==> src/rtl/prox_seq_defs.svh <==
// constants for the proximity measurement sequencer
// assumes inclusion by bare name from any design or bench file
`ifndef PROX_SEQ_DEFS_SVH
`define PROX_SEQ_DEFS_SVH

`define PS_NUM_CH         3
`define PS_RESULT_W       16
`define PS_OVF_VALUE      16'hFFFF
`define PS_LED_W          3
`define PS_CUR_W          4
`define PS_LED_DEF0       3'h1
`define PS_LED_DEF1       3'h2
`define PS_LED_DEF2       3'h4
`define PS_I2C_ADDR       7'h5A
`define PS_I2C_GCALL      7'h00
`define PS_INT_NORM       8'h01
`define PS_INT_LONG       8'h08
`define PS_CMD_NOP        2'h0
`define PS_CMD_PS         2'h1
`define PS_CMD_ALS        2'h2
`define PS_IMODE_SET      1'b1

`endif

==> src/rtl/prox_seq_pkg.sv <==
// shared types for the proximity measurement sequencer
// assumes prox_seq_defs.svh is compiled alongside
package prox_seq_pkg;

	// sequencer states, gray coded along idle-start-wait-store-next
	typedef enum logic [2:0] {
		ST_IDLE  = 3'b000,
		ST_START = 3'b001,
		ST_WAIT  = 3'b011,
		ST_STORE = 3'b010,
		ST_NEXT  = 3'b110,
		ST_ALS   = 3'b111
	} seq_state_e;

	// host command codes
	typedef logic [1:0] cmd_t;

endpackage
==> src/rtl/interval_timer.sv <==
// periodic tick divider for autonomous measurement
// assumes one clock; emits a one-cycle tick every rate_i+1 cycles
`timescale 1ns/1ns
`default_nettype none

module interval_timer #(
	parameter int W = 16
) (
	input  wire logic         sys_clk_i,
	input  wire logic         sys_rst_i,
	input  wire logic         run_i,
	input  wire logic [W-1:0] rate_i,
	output logic              tick_o
);

	logic [W-1:0] cnt_r;   // down counter
	logic [W-1:0] cnt_nxt; // next count
	logic         tick_r;  // registered tick
	logic         tick_nxt;

	// reload on zero; held idle when not running so first tick is a full interval
	always_comb begin
		cnt_nxt  = cnt_r;
		tick_nxt = 1'b0;
		if (!run_i) begin
			cnt_nxt = rate_i;
		end else if (cnt_r == '0) begin
			cnt_nxt  = rate_i;
			tick_nxt = 1'b1;
		end else begin
			cnt_nxt = cnt_r - 1'b1;
		end
	end

	// registers only
	always_ff @(posedge sys_clk_i) begin
		if (sys_rst_i) begin
			cnt_r  <= '0;
			tick_r <= 1'b0;
		end else begin
			cnt_r  <= cnt_nxt;
			tick_r <= tick_nxt;
		end
	end

	assign tick_o = tick_r;

endmodule

`default_nettype wire

==> src/rtl/prox_seq.sv <==
// proximity measurement sequencer: commands, channel loop, thresholds, overflow
// assumes an external adc answering start with done plus value and overflow flag
// Operation
// RULE1: start measurement on host command
// RULE2: autonomous repeat; interrupt per sample or threshold
// RULE3: up to three channels, gated by list
// RULE4: per-channel led selection, any combination
// RULE5: reset default is one led per channel
// RULE6: optional per-channel threshold compare
// RULE7: threshold mode interrupts only on crossing
// RULE8: interrupt after full measurement set
// RULE9: independent led current, changeable any time
// RULE10: overflow writes all ones, flags status
// RULE11: overflow not sticky in results
// RULE12: status overflow held until no-op command
// RULE13: commands still accepted during overflow
// RULE14: host chooses low or high range
// RULE15: selectable longer integration time
// RULE16: active-low open-drain shared interrupt line
// RULE17: answer fixed address and general call
// RULE18: results sixteen bit, all ones overflow
// RULE19: channels in order; evaluate after write
`timescale 1ns/1ns
`default_nettype none
`include "prox_seq_defs.svh"

module prox_seq #(
	parameter int NCH    = `PS_NUM_CH,
	parameter int RATE_W = 16
) (
	input  wire logic                          sys_clk_i,
	input  wire logic                          sys_rst_i,
	// host command strobe
	input  wire logic                          cmd_valid_i,
	input  wire logic [1:0]                    cmd_code_i,
	output logic                               cmd_ready_o,
	// bus address match
	input  wire logic [6:0]                    bus_addr_i,
	output logic                               addr_match_o,
	// configuration
	input  wire logic                          auto_en_i,
	input  wire logic [RATE_W-1:0]             auto_rate_i,
	input  wire logic [NCH-1:0]                channel_enable_list_i,
	input  wire logic [NCH*`PS_LED_W-1:0]      led_sel_i,
	input  wire logic                          led_sel_load_i,
	input  wire logic [NCH*`PS_CUR_W-1:0]      led_cur_i,
	input  wire logic [NCH-1:0]                thr_en_i,
	input  wire logic [NCH*`PS_RESULT_W-1:0]   thr_i,
	input  wire logic                          int_set_mode_i,
	input  wire logic                          high_range_i,
	input  wire logic                          long_int_i,
	// adc
	output logic                               adc_start_o,
	output logic                               adc_als_o,
	output logic [`PS_LED_W-1:0]               adc_led_o,
	output logic [`PS_CUR_W-1:0]               adc_cur_o,
	output logic                               adc_high_range_o,
	output logic [7:0]                         adc_int_time_o,
	input  wire logic                          adc_done_i,
	input  wire logic [`PS_RESULT_W-1:0]       adc_value_i,
	input  wire logic                          adc_ovf_i,
	// results and status
	output logic [NCH*`PS_RESULT_W-1:0]        result_o,
	output logic [`PS_RESULT_W-1:0]            als_result_o,
	output logic                               ovf_status_o,
	output logic                               busy_o,
	// open-drain interrupt pin
	input  wire logic                          proximity_sensing_int_i,
	output logic                               proximity_sensing_int_o,
	output logic                               proximity_sensing_int_oe_n_o,
	input  wire logic                          int_clear_i
);

	// behaviour in brief, for whoever picks this block up next:
	// - the sequencer sits in idle until a host command or an interval tick
	// - a no-op command only clears the held overflow status, nothing else
	// - a proximity command or tick latches the channel list for the whole set
	// - the list is latched so a host rewrite mid-set cannot skip or repeat
	//   a channel; the cost is that a new list only applies to the next set
	// - channels run strictly in order 0, 1, 2, disabled ones are skipped
	// - each channel pulses adc start once, then waits for the done strobe
	// - the value and overflow flag are read one cycle after done, so the
	//   converter must hold them for that cycle; this keeps the compare off
	//   the done path at the price of one cycle per channel
	// - an overflowed conversion stores all ones, a good one stores the value
	// - overflow status is a held flag; only the no-op command clears it
	// - commands keep being accepted while that flag is set
	// - threshold mode tracks the last side of the threshold per channel
	// - an interrupt is raised only when that side changes, overflow counts
	//   as above, and the side after reset is below
	// - set mode raises one interrupt when the last channel of a set is done
	// - set mode and threshold mode are exclusive; set mode wins
	// - a pending interrupt is held until the host pulses the clear input
	// - when a clear and a new interrupt fall in one cycle, the new one wins,
	//   so an event is never lost to a late clear
	// - led masks are registered and reloaded only by the load strobe
	// - led currents are read live, so the host may change them at any time;
	//   a change during a conversion reaches the converter at once
	// - range and integration time are plain levels passed to the converter
	// - the ambient measurement uses its own state and its own result
	// - an ambient overflow also sets the held status flag
	// - the interrupt pin is open drain: the data output is tied low and only
	//   the active-low enable moves, so other sources may share the line
	// - the address match is a pure decode of the address seen on the bus
	// limitations:
	// - a tick that arrives while a set or ambient run is busy is dropped;
	//   the interval should be longer than one full set
	// - a no-op and a tick in the same idle cycle: the no-op is served and
	//   the tick is dropped
	// - while idle the channel index may point past the last channel; the
	//   clamp below keeps the converter outputs defined in that case

	// channel index clamped into range so idle outputs never read past the vectors
	function automatic logic [1:0] ch_sel(input logic [1:0] c);
		return (c >= 2'(NCH)) ? 2'(NCH - 1) : c;
	endfunction

	// index of the next enabled channel at or after start, NCH when none
	function automatic logic [1:0] next_ch(input logic [NCH-1:0] en, input logic [1:0] start);
		logic [1:0] r;
		r = 2'(NCH);
		for (int k = NCH - 1; k >= 0; k--) begin
			if (en[k] && (2'(k) >= start))
				r = 2'(k);
		end
		return r;
	endfunction

	prox_seq_pkg::seq_state_e st_r, st_nxt;     // sequencer state
	logic [1:0]                ch_r, ch_nxt;    // current channel
	logic [NCH-1:0]            list_r, list_nxt; // list latched per set
	logic [NCH*`PS_LED_W-1:0]  led_r, led_nxt;   // led selection per channel
	logic [NCH*`PS_RESULT_W-1:0] res_r, res_nxt; // results
	logic [`PS_RESULT_W-1:0]   als_r, als_nxt;   // ambient result
	logic [NCH-1:0]            above_r, above_nxt; // last side of threshold
	logic                      ovf_r, ovf_nxt;   // held overflow status
	logic                      irq_r, irq_nxt;   // pending interrupt
	logic                      start_r, start_nxt; // adc start pulse
	logic                      als_mode_r, als_mode_nxt;
	logic                      tick;             // autonomous interval tick
	logic                      above_now;

	interval_timer #(.W(RATE_W)) u_timer (
		.sys_clk_i (sys_clk_i),
		.sys_rst_i (sys_rst_i),
		.run_i     (auto_en_i),                     // RULE2
		.rate_i    (auto_rate_i),
		.tick_o    (tick)
	);

	// commands are taken in idle regardless of overflow status
	assign cmd_ready_o  = (st_r == prox_seq_pkg::ST_IDLE); // RULE13
	assign addr_match_o = (bus_addr_i == `PS_I2C_ADDR) || (bus_addr_i == `PS_I2C_GCALL); // RULE17
	assign busy_o       = (st_r != prox_seq_pkg::ST_IDLE);
	assign above_now    = adc_value_i > thr_i[ch_sel(ch_r)*`PS_RESULT_W +: `PS_RESULT_W];

	// sequencer next-state and datapath
	always_comb begin
		st_nxt       = st_r;
		ch_nxt       = ch_r;
		list_nxt     = list_r;
		led_nxt      = led_r;
		res_nxt      = res_r;
		als_nxt      = als_r;
		above_nxt    = above_r;
		ovf_nxt      = ovf_r;
		irq_nxt      = irq_r;
		start_nxt    = 1'b0;
		als_mode_nxt = als_mode_r;
		if (led_sel_load_i)
			led_nxt = led_sel_i;                     // RULE4
		if (int_clear_i)
			irq_nxt = 1'b0;
		case (st_r)
			prox_seq_pkg::ST_IDLE: begin
				if (cmd_valid_i && cmd_code_i == `PS_CMD_NOP) begin
					ovf_nxt = 1'b0;                  // RULE12
				end else if ((cmd_valid_i && cmd_code_i == `PS_CMD_PS) || tick) begin // RULE1 RULE2
					list_nxt = channel_enable_list_i; // RULE3
					ch_nxt   = next_ch(channel_enable_list_i, 2'd0); // RULE19
					st_nxt   = prox_seq_pkg::ST_NEXT;
				end else if (cmd_valid_i && cmd_code_i == `PS_CMD_ALS) begin // RULE1
					als_mode_nxt = 1'b1;
					start_nxt    = 1'b1;
					st_nxt       = prox_seq_pkg::ST_ALS;
				end
			end
			prox_seq_pkg::ST_NEXT: begin
				// no channel left ends the set
				if (ch_r >= 2'(NCH)) begin
					if (int_set_mode_i == `PS_IMODE_SET)
						irq_nxt = 1'b1;              // RULE8
					st_nxt = prox_seq_pkg::ST_IDLE;
				end else begin
					als_mode_nxt = 1'b0;
					start_nxt    = 1'b1;
					st_nxt       = prox_seq_pkg::ST_WAIT;
				end
			end
			prox_seq_pkg::ST_WAIT: begin
				if (adc_done_i)
					st_nxt = prox_seq_pkg::ST_STORE;
			end
			prox_seq_pkg::ST_STORE: begin
				// overflow forces all ones; a good reading restores normal data
				if (adc_ovf_i) begin
					res_nxt[ch_r*`PS_RESULT_W +: `PS_RESULT_W] = `PS_OVF_VALUE; // RULE10 RULE18
					ovf_nxt = 1'b1;                  // RULE10
				end else begin
					res_nxt[ch_r*`PS_RESULT_W +: `PS_RESULT_W] = adc_value_i; // RULE11
				end
				// crossing check after the write, only in threshold mode
				if (thr_en_i[ch_r] && int_set_mode_i != `PS_IMODE_SET) begin // RULE6
					above_nxt[ch_r] = above_now || adc_ovf_i;
					if (above_r[ch_r] != (above_now || adc_ovf_i))
						irq_nxt = 1'b1;              // RULE7
				end
				ch_nxt = next_ch(list_r, ch_r + 2'd1); // RULE19
				st_nxt = prox_seq_pkg::ST_NEXT;
			end
			prox_seq_pkg::ST_ALS: begin
				if (adc_done_i) begin
					als_nxt = adc_ovf_i ? `PS_OVF_VALUE : adc_value_i;
					if (adc_ovf_i)
						ovf_nxt = 1'b1;
					st_nxt = prox_seq_pkg::ST_IDLE;
				end
			end
			default: st_nxt = prox_seq_pkg::ST_IDLE;
		endcase
	end

	// state registers
	always_ff @(posedge sys_clk_i) begin
		if (sys_rst_i) begin
			st_r       <= prox_seq_pkg::ST_IDLE;
			ch_r       <= 2'd0;
			list_r     <= '0;
			led_r      <= {`PS_LED_DEF2, `PS_LED_DEF1, `PS_LED_DEF0}; // RULE5
			res_r      <= '0;
			als_r      <= '0;
			above_r    <= '0;
			ovf_r      <= 1'b0;
			irq_r      <= 1'b0;
			start_r    <= 1'b0;
			als_mode_r <= 1'b0;
		end else begin
			st_r       <= st_nxt;
			ch_r       <= ch_nxt;
			list_r     <= list_nxt;
			led_r      <= led_nxt;
			res_r      <= res_nxt;
			als_r      <= als_nxt;
			above_r    <= above_nxt;
			ovf_r      <= ovf_nxt;
			irq_r      <= irq_nxt;
			start_r    <= start_nxt;
			als_mode_r <= als_mode_nxt;
		end
	end

	// adc drive; current read live so the host may change it at any time
	assign adc_start_o      = start_r;
	assign adc_als_o        = als_mode_r;
	assign adc_led_o        = als_mode_r ? '0 : led_r[ch_sel(ch_r)*`PS_LED_W +: `PS_LED_W];
	assign adc_cur_o        = led_cur_i[ch_sel(ch_r)*`PS_CUR_W +: `PS_CUR_W]; // RULE9
	assign adc_high_range_o = high_range_i;     // RULE14
	assign adc_int_time_o   = long_int_i ? `PS_INT_LONG : `PS_INT_NORM; // RULE15

	assign result_o     = res_r;
	assign als_result_o = als_r;
	assign ovf_status_o = ovf_r;

	// open drain: drive low only, enable active low while driving
	assign proximity_sensing_int_o      = 1'b0;     // RULE16
	assign proximity_sensing_int_oe_n_o = ~irq_r;   // RULE16

endmodule

`default_nettype wire

==> config.mk <==
export PLATFORM = sky130hd
export DESIGN_NAME = prox_seq
export DESIGN_NICKNAME = d
export VERILOG_FILES = /design/src/rtl/prox_seq_pkg.sv /design/src/rtl/interval_timer.sv /design/src/rtl/prox_seq.sv
export VERILOG_INCLUDE_DIRS = /design/src /design/src/rtl
export SDC_FILE = /design/constraint.sdc
export NUM_CORES = 1
export LEC_CHECK = 0
export BUFFER_PORTS_ARGS = -buffer_cell sky130_fd_sc_hd__buf_2
export CAP_MARGIN = 20
export CORE_MARGIN = 4
export CORE_UTILIZATION = 32
export DETAILED_ROUTE_END_ITERATION = 16
export SYNTH_ARGS = -nofsm -noshare
export SYNTH_HDL_FRONTEND = slang
export SYNTH_SLANG_ARGS = --single-unit
==> constraint.sdc <==
create_clock -name sys_clk_i -period 5.3 [get_ports sys_clk_i]
set_input_delay 0.265 -clock sys_clk_i [delete_from_list [all_inputs] [get_ports sys_clk_i]]
set_output_delay 0.265 -clock sys_clk_i [all_outputs]
set_load 0.05 [all_outputs]
## Word level (Yosys, flattened, before mapping)

Cells that the tools add are included.

- Flip-flop bits (word level): 105
- Input bits: 128
- Output and inout port bits: 88
- Word-level logic and storage cells: 131

- Add/sub/neg operators: 3
- Multiply operators: 1
- $lt $le $gt $ge: 7
- Eq/ne operators: 17
- Shift operators: 6
- Muxes and demuxes: 53
- Bitwise logic cells: 4
- Reduce and logical (&&, ||, !) cells: 27

Operator list:

| cell | count |
|---|---|
| $bwmux W48 | 2 |
| $mux W16 | 3 |
| $mux W48 | 1 |
| $shift A16 B34 Y48 const A | 1 |
| $shiftx A16 B34 Y48 | 1 |
| $shiftx A16 B34 Y48 const A | 1 |
| $shiftx A48 B7 Y16 | 1 |
| $neg A6 Y34 | 1 |
| $mux W1 | 22 |
| $mux W3 | 6 |
| $gt A16 B16 Y1 | 1 |
| $logic_not A16 Y1 | 1 |
| $mux W2 | 8 |
| $sub A16 B1 Y16 const B | 1 |
| $pmux W3 S5 | 1 |
| $shiftx A12 B5 Y4 | 1 |
| $ne A2 B2 Y1 const B | 5 |
| $reduce_and A3 Y1 | 3 |
| $shiftx A9 B5 Y3 | 1 |
| $logic_and A1 B1 Y1 | 8 |
| $eq A7 B7 Y1 const B | 1 |
| $logic_not A7 Y1 | 1 |
| $eq A3 B2 Y1 const B | 2 |
| $eq A3 B3 Y1 const B | 2 |
| 29 further kinds | 43 |

## Logic depth before layout (Yosys ltp)

Gate-level depths: netlist of the first run.

- Word-level depth: 9
- Gate-level depth with buffers: 14
- Mapped depth without buffers: 12

## Cells and area by module

A second synthesis of the first run with hierarchy kept.

- Cells, all modules: 704
- Area, all modules: 5775.5 µm²

By module, submodules not included:

| module | times used | cells an instance | area an instance (µm²) | seq. area each (µm²) |
|---|---|---|---|---|
| prox_seq | 1 | 596 | 4730.8 | 1761.7 |
| interval_timer | 1 | 108 | 1044.8 | 340.3 |

## Least setup slack after synthesis of the first run

OpenSTA, ideal clock, no wires.

- Kind: input to output
- Start: input port bus_addr_i[1]
- End: output port addr_match_o
- Arrival time: 3.266 ns
- Data required time: 5.035 ns
- Slack: 1.769 ns
- Stages: 2
- Path buffers: 0
- Path through: or4_1 > a2111oi_0

- Word-level cells in the longest chain between the ends: 2
- Elaborated cells on any way between the ends: 3
- Those cells by class: 1 x eq/ne; 2 x reduce/logical

RTL lines:

| item | line | RTL |
|---|---|---|
| start: declaration | prox_seq.sv:38 | `input wire logic [6:0] bus_addr_i,` |
| $eq A7 B7 Y1 (no source line) or $logic_not A7 Y1 (tied branches) | n/a |  |
| $logic_or A1 B1 Y1 (*) | prox_seq.sv:153 | `` assign addr_match_o = (bus_addr_i == `PS_I2C_ADDR) \|\| (bus_addr_i == `PS_I2C_GCALL); `` |
| end: declaration | prox_seq.sv:39 | `output logic addr_match_o,` |

Mark *: on every way between the ends. The rest lies on a longest branch, timed or not.

## Worst setup path after layout of the first run

- Start: register ch_r[0]
- End: register above_r[0]

- Word-level cells in the longest chain between the ends: 6
- Elaborated cells on any way between the ends: 15
- Those cells by class: 4 x order compare; 1 x shift; 6 x mux; 4 x reduce/logical

RTL lines:

| item | line | RTL |
|---|---|---|
| start: declaration | prox_seq.sv:130 | `logic [1:0] ch_r, ch_nxt;` |
| start signal: assignment | prox_seq.sv:249 | `ch_r <= ch_nxt;` |
| $ge A2 B2 Y1 | prox_seq.sv:115 | `return (c >= 2'(NCH)) ? 2'(NCH - 1) : c;` |
| $mux W2 | prox_seq.sv:115 |  |
| $shiftx A48 B7 Y16 | prox_seq.sv:155 | `` assign above_now = adc_value_i > thr_i[ch_sel(ch_r)*`PS_RESULT_W +: `PS_RESULT_W]; `` |
| $gt A16 B16 Y1 | prox_seq.sv:155 |  |
| $logic_or A1 B1 Y1 | prox_seq.sv:214 | `above_nxt[ch_r] = above_now \|\| adc_ovf_i;` |
| $bwmux W3 | prox_seq.sv:214 |  |
| end signal: assignment | prox_seq.sv:254 | `above_r <= above_nxt;` |
| end: declaration | prox_seq.sv:135 | `logic [NCH-1:0] above_r, above_nxt;` |

Several ways; a longest one is shown, not always the timed one. The select of a mux whose other input is x is not followed.
A chain may end at the register's enable or synchronous reset.

==> impl_metrics.json, run 1 <==
{
  "clock-root-buffer": "clkbuf_16",
  "fin_crit_sh_pct": 73.0,
  "nets": 1011,
  "syn_area_per_cell_sq_um": 8.00,
  "crit_slowest_cell": "nor2_2",
  "hp-start": "led_sel_i[8]",
  "wl_um": 17400,
  "max_stage_delay_ns": 0.76,
  "cp.arrival_ns": 4.08,
  "synthFlopType": "dfxtp_1",
  "drt-pass1-iter-count": 6,
  "yosys_warnings": 0,
  "viasPerCell": 5.05,
  "pin_count": 216,
  "setup_viol": 0,
  "ys_ff_latch": 105,
  "synth-edff-count": 0,
  "worstSetupPathType": "reg2reg",
  "area_delta_synth_final_pct": 26.8,
  "grt_first_pass_wirelength_um": 27400,
  "cts_buffers": 9,
  "yosysSeqAreaShare_pct": 38.1,
  "drtAntennaViolNets": 0,
  "cp.required_ns": 5.51,
  "die_x_um": 139,
  "layout_min_cycle_time_ns": 3.87,
  "clock_tree.buffer_depth": 2,
  "rsz0062_at_grt": "no",
  "core_sq_um": 16800,
  "drc_errors": 0,
  "initial_core_util_pct": 32.9,
  "dieArea_sq_um": 19400,
  "critPathTopFamily": "simple AND/OR/NAND/NOR gates",
  "via_count": 5467,
  "syn_inst": 690,
  "grt_max_degree": 64,
  "r2r_start": "ch_r[0]",
  "portBuffers": 205,
  "timing.slew.headroom_pct": 29.7,
  "yosysUniqueCellTypes": 57,
  "drive_above_1_share_pct": 28.4,
  "grt-ovfl-total": 0,
  "fin_ws_ns": 1.43,
  "startpoint": "ch_r[0]",
  "n_antenna_cell": 0,
  "synth_area_sq_um": 5520,
  "die_h_um": 139,
  "cts_num_sinks": 105,
  "wl_per_cell_um": 16.0,
  "post-place-ws_ns": 1.46,
  "cts-resized-gates": 0,
  "cts.clk_slew.worst_paths_ns": 0.07,
  "path_buf_inv": 0,
  "fin_worst_skew_ns": 0.00680,
  "hold_ws_ns": 0.124,
  "final_common_cell": "buf_2",
  "dpl.hpwl_um": 12500,
  "timing.setup.tns_ns": 0,
  "grt.total_usage_pct": 17.2,
  "hold_buffers": 0,
  "insertion_delay_ns": 0.35,
  "postLayoutCoreUtil_pct": 41.8,
  "path_cells": "ha_1 -> nor2_2 -> nand2_1 -> a21oi_1 -> a31oi_1 -> ha_1 -> a21oi_1 -> nand2_1 -> a211o_1 -> or4_1 -> a41oi_1 -> nor2_1",
  "htreeDepth": 3,
  "tightest_slew_ns": 1.06,
  "synthArstFlopShare_pct": 0,
  "fmax_ghz": 0.259,
  "grt_pass1_vias": 5147,
  "crit_path_end_kind": "flop",
  "cts_tree": "done",
  "leakagePower_nw": 2.99,
  "layout_common_cells": "204 x buf_2, 117 x nor2_1, 105 x dfxtp_1",
  "p_per_area_nw_per_um2": 435,
  "drv_slew": 0,
  "crit_fanout": 26,
  "globalplace.congestion": 0.803,
  "status": "finished, final reports clean",
  "ir_drop_mv": 0.182,
  "cap_violations": 0,
  "post-cts-setup-buffer-count": 0,
  "hold_path_class": "in2reg",
  "drt_iter0_drc": 286,
  "finalHoldViolations": 0,
  "antenna_found_initial": 0,
  "worstSetupStartpointType": "flop",
  "std_cell_rows": 47,
  "n_fill_cell": 1750
}
-- flip-flops by register name, indices dropped and copies added, names as in the netlist, 2 cells and up --
register / cells
result_o: 48
als_result_o: 16
u_timer.cnt_r: 16
led_r: 9
above_r: 3
list_r: 3
st_r: 3
ch_r: 2
-- layout make-up --
class / instances / area (sq um) / share of cell area, %
flip-flops and latches: 105 / 2100 / 30.0
repair buffers: 214 / 1140 / 16.4
clock buffers: 10 / 229 / 3.27
clock inverters: 6 / 90.1 / 1.29
inverters: 10 / 37.5 / 0.536
multi-input cells: 518 / 3120 / 44.6
well taps: 220 / 275 / 3.93
-- through the flow --
stage	cell area, sq um	power [mW]	cells
global route	7000	3.25	1083
finish	7000	3.04	1083
detailed placement	6600	2.32	1063
global placement	6600	2.31	1063
floorplan	5540	2.00	696
CTS	6920	3.05	1079
-- worst paths after layout --
| check | depth (start not counted) | slack [ns] | to |
|---|---|---|---|
| worst max-delay path | 12 | 1.43 | above_r[0] |
| worst min-delay path | 2 | 0.12 | led_r[8] |
| worst max register to register | 12 | 1.43 | above_r[0] |
| worst min register to register | 2 | 0.47 | ovf_status_o |
-- logic make-up after synthesis --
group,share of synthesized area (%)
flip-flops,38.1
other,0.0680
AO/OA/AOI/OAI,22.7
XOR/XNOR,2.06
multiplexers,3.81
adder cells (fa/ha/maj),5.67
buffers and inverters,5.94
AND/OR/NAND/NOR,21.7
-- metal layers --
layer | up-vias | track usage (%) | share of wire, %
li1 | 2810 | - | -
met1 | 2461 | 24.0 | 48
met2 | 180 | 27.0 | 44
met3 | 16 | 4.05 | 6.9
met4 | 0 | 3.96 | 1.3
met5 | - | 0 | 0
-- where the power goes --
part,leakage [nW],switching (mW),internal (mW)
sequential,0.856,0.0790,0.882
combinational,1.98,0.925,0.427
clock,0.153,0.313,0.417
-- synth_stat cells (all sizes together), types with 3 or more instances --
library cell,n,area [sq um]
nand3,6,35.0
dfxtp,105,2100
xor2,5,43.8
buf,19,125
clkbuf,44,165
mux2i,21,210
a21boi,4,30.0
and2,3,18.8
nor3b,5,42.5
ha,25,313
a21oi,71,355
or4,3,26.3
nor4,3,18.8
nor2b,7,43.8
a211oi,58,440
a41oi,3,26.3
nand2,46,173
nor3,45,225
xnor2,8,70.1
a31oi,23,144
nand2b,4,25.0
nand4,8,50.1
a211o,4,35.0
a31o,4,35.0
o21ai,6,30.0
nor2,121,464
inv,9,33.8
or3,3,18.8
Power figures use the tool's default switching activity.
==> run 2, diff against run 1 <==
clock period = 3.7 ns   (was 5.3 ns; I/O delays follow)
==> run 2 against run 1 <==
Core utilization about the same. Sequential share of layout area about the same. Critical path type unchanged. Die area unchanged. Worst setup slack got worse by 1.0 ns. Clock-buffer cell count unchanged. Global-route usage increased by 0.14 points. Register-to-register slack got worse by 1.0 ns. Critical endpoint is now above_r[2]. Highest routed layer unchanged. Cell area about the same.
==> impl_metrics.json, run 2 (same netlist as run 1, synthesis figures left out) <==
{
  "status": "finished, final reports clean",
  "globalplace.congestion": 0.788,
  "viasPerCell": 5.02,
  "drc_errors": 0,
  "hold_buffers": 0,
  "grt_max_degree": 85,
  "cap_violations": 0,
  "die_h_um": 139,
  "cts_buffers": 9,
  "drv_slew": 0,
  "crit_fanout": 31,
  "pin_count": 216,
  "setup_viol": 0,
  "tightest_slew_ns": 0.974,
  "clock-root-buffer": "clkbuf_16",
  "die_x_um": 139,
  "grt-ovfl-total": 0,
  "core_sq_um": 16800,
  "ir_drop_mv": 0.339,
  "p_sw_share_pct": 43.6,
  "drt_iter0_drc": 204,
  "post-cts-setup-buffer-count": 0,
  "leakagePower_nw": 3.00,
  "wl_per_cell_um": 15.9,
  "drtAntennaViolNets": 0,
  "final_common_cell": "buf_2",
  "antenna_found_initial": 0,
  "internal_power_mw": 2.44,
  "fin_crit_sh_pct": 88.4,
  "drive_above_1_share_pct": 28.9,
  "initial_core_util_pct": 32.9,
  "hold_depth": 2,
  "p_per_area_nw_per_um2": 618,
  "combPwrFrac_pct": 45.6,
  "cts_num_sinks": 105,
  "wl_um": 17300,
  "ff2ff_path_depth": 14,
  "n_antenna_cell": 0,
  "via_count": 5465,
  "multi_input_area_sq_um": 3120,
  "largest_reg_flops": 48,
  "worstSetupPathType": "reg2reg",
  "layoutNonFillerInstCount": 1088,
  "fin_worst_skew_ns": 0.00633,
  "std_cell_rows": 47,
  "crit_path_end_kind": "flop",
  "layout_min_cycle_time_ns": 3.27,
  "cp.required_ns": 3.90,
  "area_delta_synth_final_pct": 26.9,
  "dpl.hpwl_um": 12800,
  "cts_tree": "done",
  "cts-resized-gates": 0,
  "drt-pass1-iter-count": 5,
  "grt_pass1_vias": 5099,
  "n_fill_cell": 1759,
  "worstSetupStartpointType": "flop",
  "clock_tree.buffer_depth": 2,
  "grt.total_usage_pct": 17.3,
  "hold_path_class": "in2reg",
  "insertion_delay_ns": 0.35,
  "finalHoldViolations": 0,
  "layout_common_cells": "204 x buf_2, 117 x nor2_1, 105 x dfxtp_1",
  "grt_first_pass_wirelength_um": 27500,
  "timing.slew.headroom_pct": 34.8,
  "postLayoutCoreUtil_pct": 41.8,
  "htreeDepth": 3,
  "dp.cells": 1072,
  "fin_ws_ns": 0.429,
  "seq_area_sq_um": 2100,
  "p_sw_mw": 1.89,
  "seqPwrFrac_pct": 31.6,
  "cp.arrival_ns": 3.47,
  "timing.setup.tns_ns": 0,
  "hold_ws_ns": 0.0310,
  "post-place-ws_ns": 0.438,
  "cts.clk_slew.worst_paths_ns": 0.07,
  "fmax_ghz": 0.306,
  "dieArea_sq_um": 19400,
  "pwr-share-clk_pct": 22.9,
  "rsz0062_at_grt": "no",
  "portBuffers": 205,
  "nets": 1016
}
## run 2: area by class of cell
cell class	instances	share of cell area, %
Tap cell	220	3.93
Sequential cell	105	30.0
Clock inverter	6	0.965
Inverter	10	0.536
Multi-Input combinational cell	518	44.6
Timing Repair Buffer	219	16.6
Clock buffer	10	3.41
## run 2: final timing paths
check               start           end  slack (ns)
max               ch_r[1]    above_r[2]        0.43
min          led_sel_i[0]      led_r[0]        0.03
max reg2reg       ch_r[1]    above_r[2]        0.43
min reg2reg  ovf_status_o  ovf_status_o        0.49
## run 2: worst max-delay path, cell delays in order, from the launching register on
cell and delay (ns):
dfxtp_1 0.39, ha_1 0.23, buf_4 0.15, nor2_2 0.15, buf_12 0.19, nand2_1 0.07, a21oi_1 0.12, a31oi_1 0.07
ha_1 0.32, a21oi_1 0.15, nand2_1 0.07, a211o_1 0.28, or4_1 0.61, a41oi_1 0.24, nor2_1 0.05
## run 2: per-stage QoR
stage / total power [mW] / area [sq um]
2_1_floorplan: 2.87 / 5540
3_3_place_gp: 3.36 / 6690
3_5_place_dp: 3.37 / 6690
4_1_cts: 4.38 / 7000
5_1_grt: 4.62 / 7000
6_report: 4.32 / 7000
## run 2: power by group through the flow
stage                     Clock (mW)  Sequential (mW)  Combinational (mW)
final                          0.989             1.36                1.97
after CTS                       1.02             1.37                1.99
after floorplan                    0             1.68                1.19
after global routing            1.06             1.38                2.17
after detailed placement           0             1.39                1.98
after global placement             0             1.39                1.97
## run 2: metal layers
layer / wire length, um / vias to the layer above / GRT usage (%)
met3: 1330 / 14 / 4.32
met4: 221 / 0 / 4.99
met1: 7970 / 2446 / 23.8
met2: 7790 / 185 / 27.0
met5: 0 / - / 0
li1: - / 2820 / -
==> run 3, diff against run 2 <==
CORE_UTILIZATION = 49   (was 32)
PLACE_DENSITY = 0.8   (was unset)
==> run 3 against run 2 <==
Register-to-register slack gained 0.02 ns. Combinational power about the same. Highest routed layer unchanged. Largest cell class unchanged. Global-route usage up 6.6 points.
==> impl_metrics.json, run 3 (same netlist as run 1, synthesis figures left out) <==
{
  "n_antenna_cell": 0,
  "pwr-share-clk_pct": 23.3,
  "clock_tree.buffer_depth": 2,
  "cts_num_sinks": 105,
  "p_per_area_nw_per_um2": 626,
  "hold_path_class": "in2reg",
  "wl_met3_um": 1280,
  "wl_met1_um": 6850,
  "wl_per_cell_um": 15.7,
  "seqPwrFrac_pct": 31.5,
  "timing.slew.headroom_pct": 38.4,
  "cts.clk_slew.worst_paths_ns": 0.07,
  "dieArea_sq_um": 13000,
  "fmax_ghz": 0.308,
  "crit_fanout": 31,
  "status": "finished, final reports clean",
  "grt_first_pass_wirelength_um": 25100,
  "dr.max_layer_used": "met4",
  "htreeDepth": 3,
  "pin_count": 216,
  "drt-pass1-iter-count": 4,
  "rsz0062_at_grt": "no",
  "initial_core_util_pct": 50.5,
  "layoutNonFillerInstCount": 1008,
  "final_common_cell": "buf_2",
  "timing.setup.tns_ns": 0,
  "core_sq_um": 10900,
  "finalHoldViolations": 0,
  "globalplace.congestion": 0.854,
  "drv_slew": 0,
  "fin_crit_sh_pct": 87.9,
  "post_dp_cell_area_sq_um": 6580,
  "p_sw_share_pct": 42.6,
  "ir_drop_mv": 0.430,
  "fin_worst_skew_ns": 0.00515,
  "antenna_found_initial": 0,
  "hold_ws_ns": 0.0393,
  "tightest_slew_ns": 0.920,
  "cts_tree": "done",
  "cp.required_ns": 3.90,
  "cts_buffers": 9,
  "grt.total_usage_pct": 23.9,
  "combPwrFrac_pct": 45.1,
  "internal_power_mw": 2.49,
  "route.met2.wl_um": 7420,
  "leakagePower_nw": 3.02,
  "wl_um": 15800,
  "layout_min_cycle_time_ns": 3.25,
  "drtAntennaViolNets": 0,
  "via_count": 5513,
  "portBuffers": 205,
  "p_total_mw": 4.33,
  "die_h_um": 114,
  "grt_pass1_vias": 5152,
  "clock-root-buffer": "clkbuf_16",
  "viasPerCell": 5.47,
  "grt-ovfl-total": 0,
  "area_delta_synth_final_pct": 25.5,
  "insertion_delay_ns": 0.35,
  "post-cts-setup-buffer-count": 0,
  "crit_path_end_kind": "flop",
  "worstSetupStartpointType": "flop",
  "nets": 1017,
  "drive_above_1_share_pct": 28.9,
  "std_cell_rows": 38,
  "dp.cells": 992,
  "hold_buffers": 0,
  "cap_violations": 0,
  "n_fill_cell": 1008,
  "cp.arrival_ns": 3.46,
  "cts-resized-gates": 0,
  "layout_common_cells": "204 x buf_2, 117 x nor2_1, 105 x dfxtp_1",
  "worstSetupPathType": "reg2reg",
  "drt_iter0_drc": 368,
  "setup_viol": 0,
  "grt_max_degree": 80,
  "dpl.hpwl_um": 11500,
  "die_x_um": 114,
  "p_sw_mw": 1.85,
  "drc_errors": 0,
  "final_area_sq_um": 6920,
  "largest_reg_flops": 48
}
==> run 3: changes by cell type in the layout (fill, tap and decap cells not counted), sizes merged <==
cell,previous run,this run
clkinvlp,2,0
buf,219,220
clkinv,4,2
clkbuf,10,13
==> run 3: final timing paths <==
check	from	end	slack (ns)	cells past startpoint
hold / removal	led_sel_i[0]	led_r[0]	0.04	2
hold reg to reg	list_r[1]	list_r[1]	0.49	2
setup reg to reg	ch_r[1]	above_r[2]	0.45	14
setup / recovery	ch_r[1]	above_r[2]	0.45	14
==> run 3: per-stage QoR <==
stage,worst slack (ns),utilization [%]
after detailed placement,0.494,60.2
after global routing,0.160,63.3
after global placement,0.535,60.2
after floorplan,0.329,-
final,0.448,63.3
after CTS,0.460,63.1
==> run 3: power groups by stage <==
stage	sequential, mW	clock, mW	combinational [mW]
finish	1.37	1.01	1.96
global route	1.39	1.07	2.16
CTS	1.36	1.02	1.96
detailed placement	1.39	0	1.95
global placement	1.39	0	1.92
floorplan	1.68	0	1.19
==> run 3: area by class of cell <==
| cell class | instances | area [sq um] | share of cell area (%) |
|---|---|---|---|
| tap | 140 | 175 | 2.53 |
| multi-input combinational | 518 | 3120 | 45.1 |
| inverter | 10 | 37.5 | 0.542 |
| sequential | 105 | 2100 | 30.4 |
| clock buffer | 13 | 280 | 4.05 |
| timing repair buffer | 220 | 1170 | 16.9 |
| clock inverter | 2 | 35.0 | 0.506 |
==> run 3: per-layer routing <==
layer,GRT usage [%],vias to the layer above
li1,-,2808
met2,39.8,221
met4,6.18,0
met5,0,-
met3,5.92,15
met1,31.0,2469
==> run 3: critical path: stages (launching register included) <==
cell and delay (ns):
dfxtp_1 0.41, ha_1 0.23, buf_4 0.15, nor2_2 0.15, buf_12 0.19, nand2_1 0.07
a21oi_1 0.11, a31oi_1 0.06, ha_1 0.32, a21oi_1 0.14, nand2_1 0.06, a211o_1 0.28
or4_1 0.62, a41oi_1 0.26, nor2_1 0.05
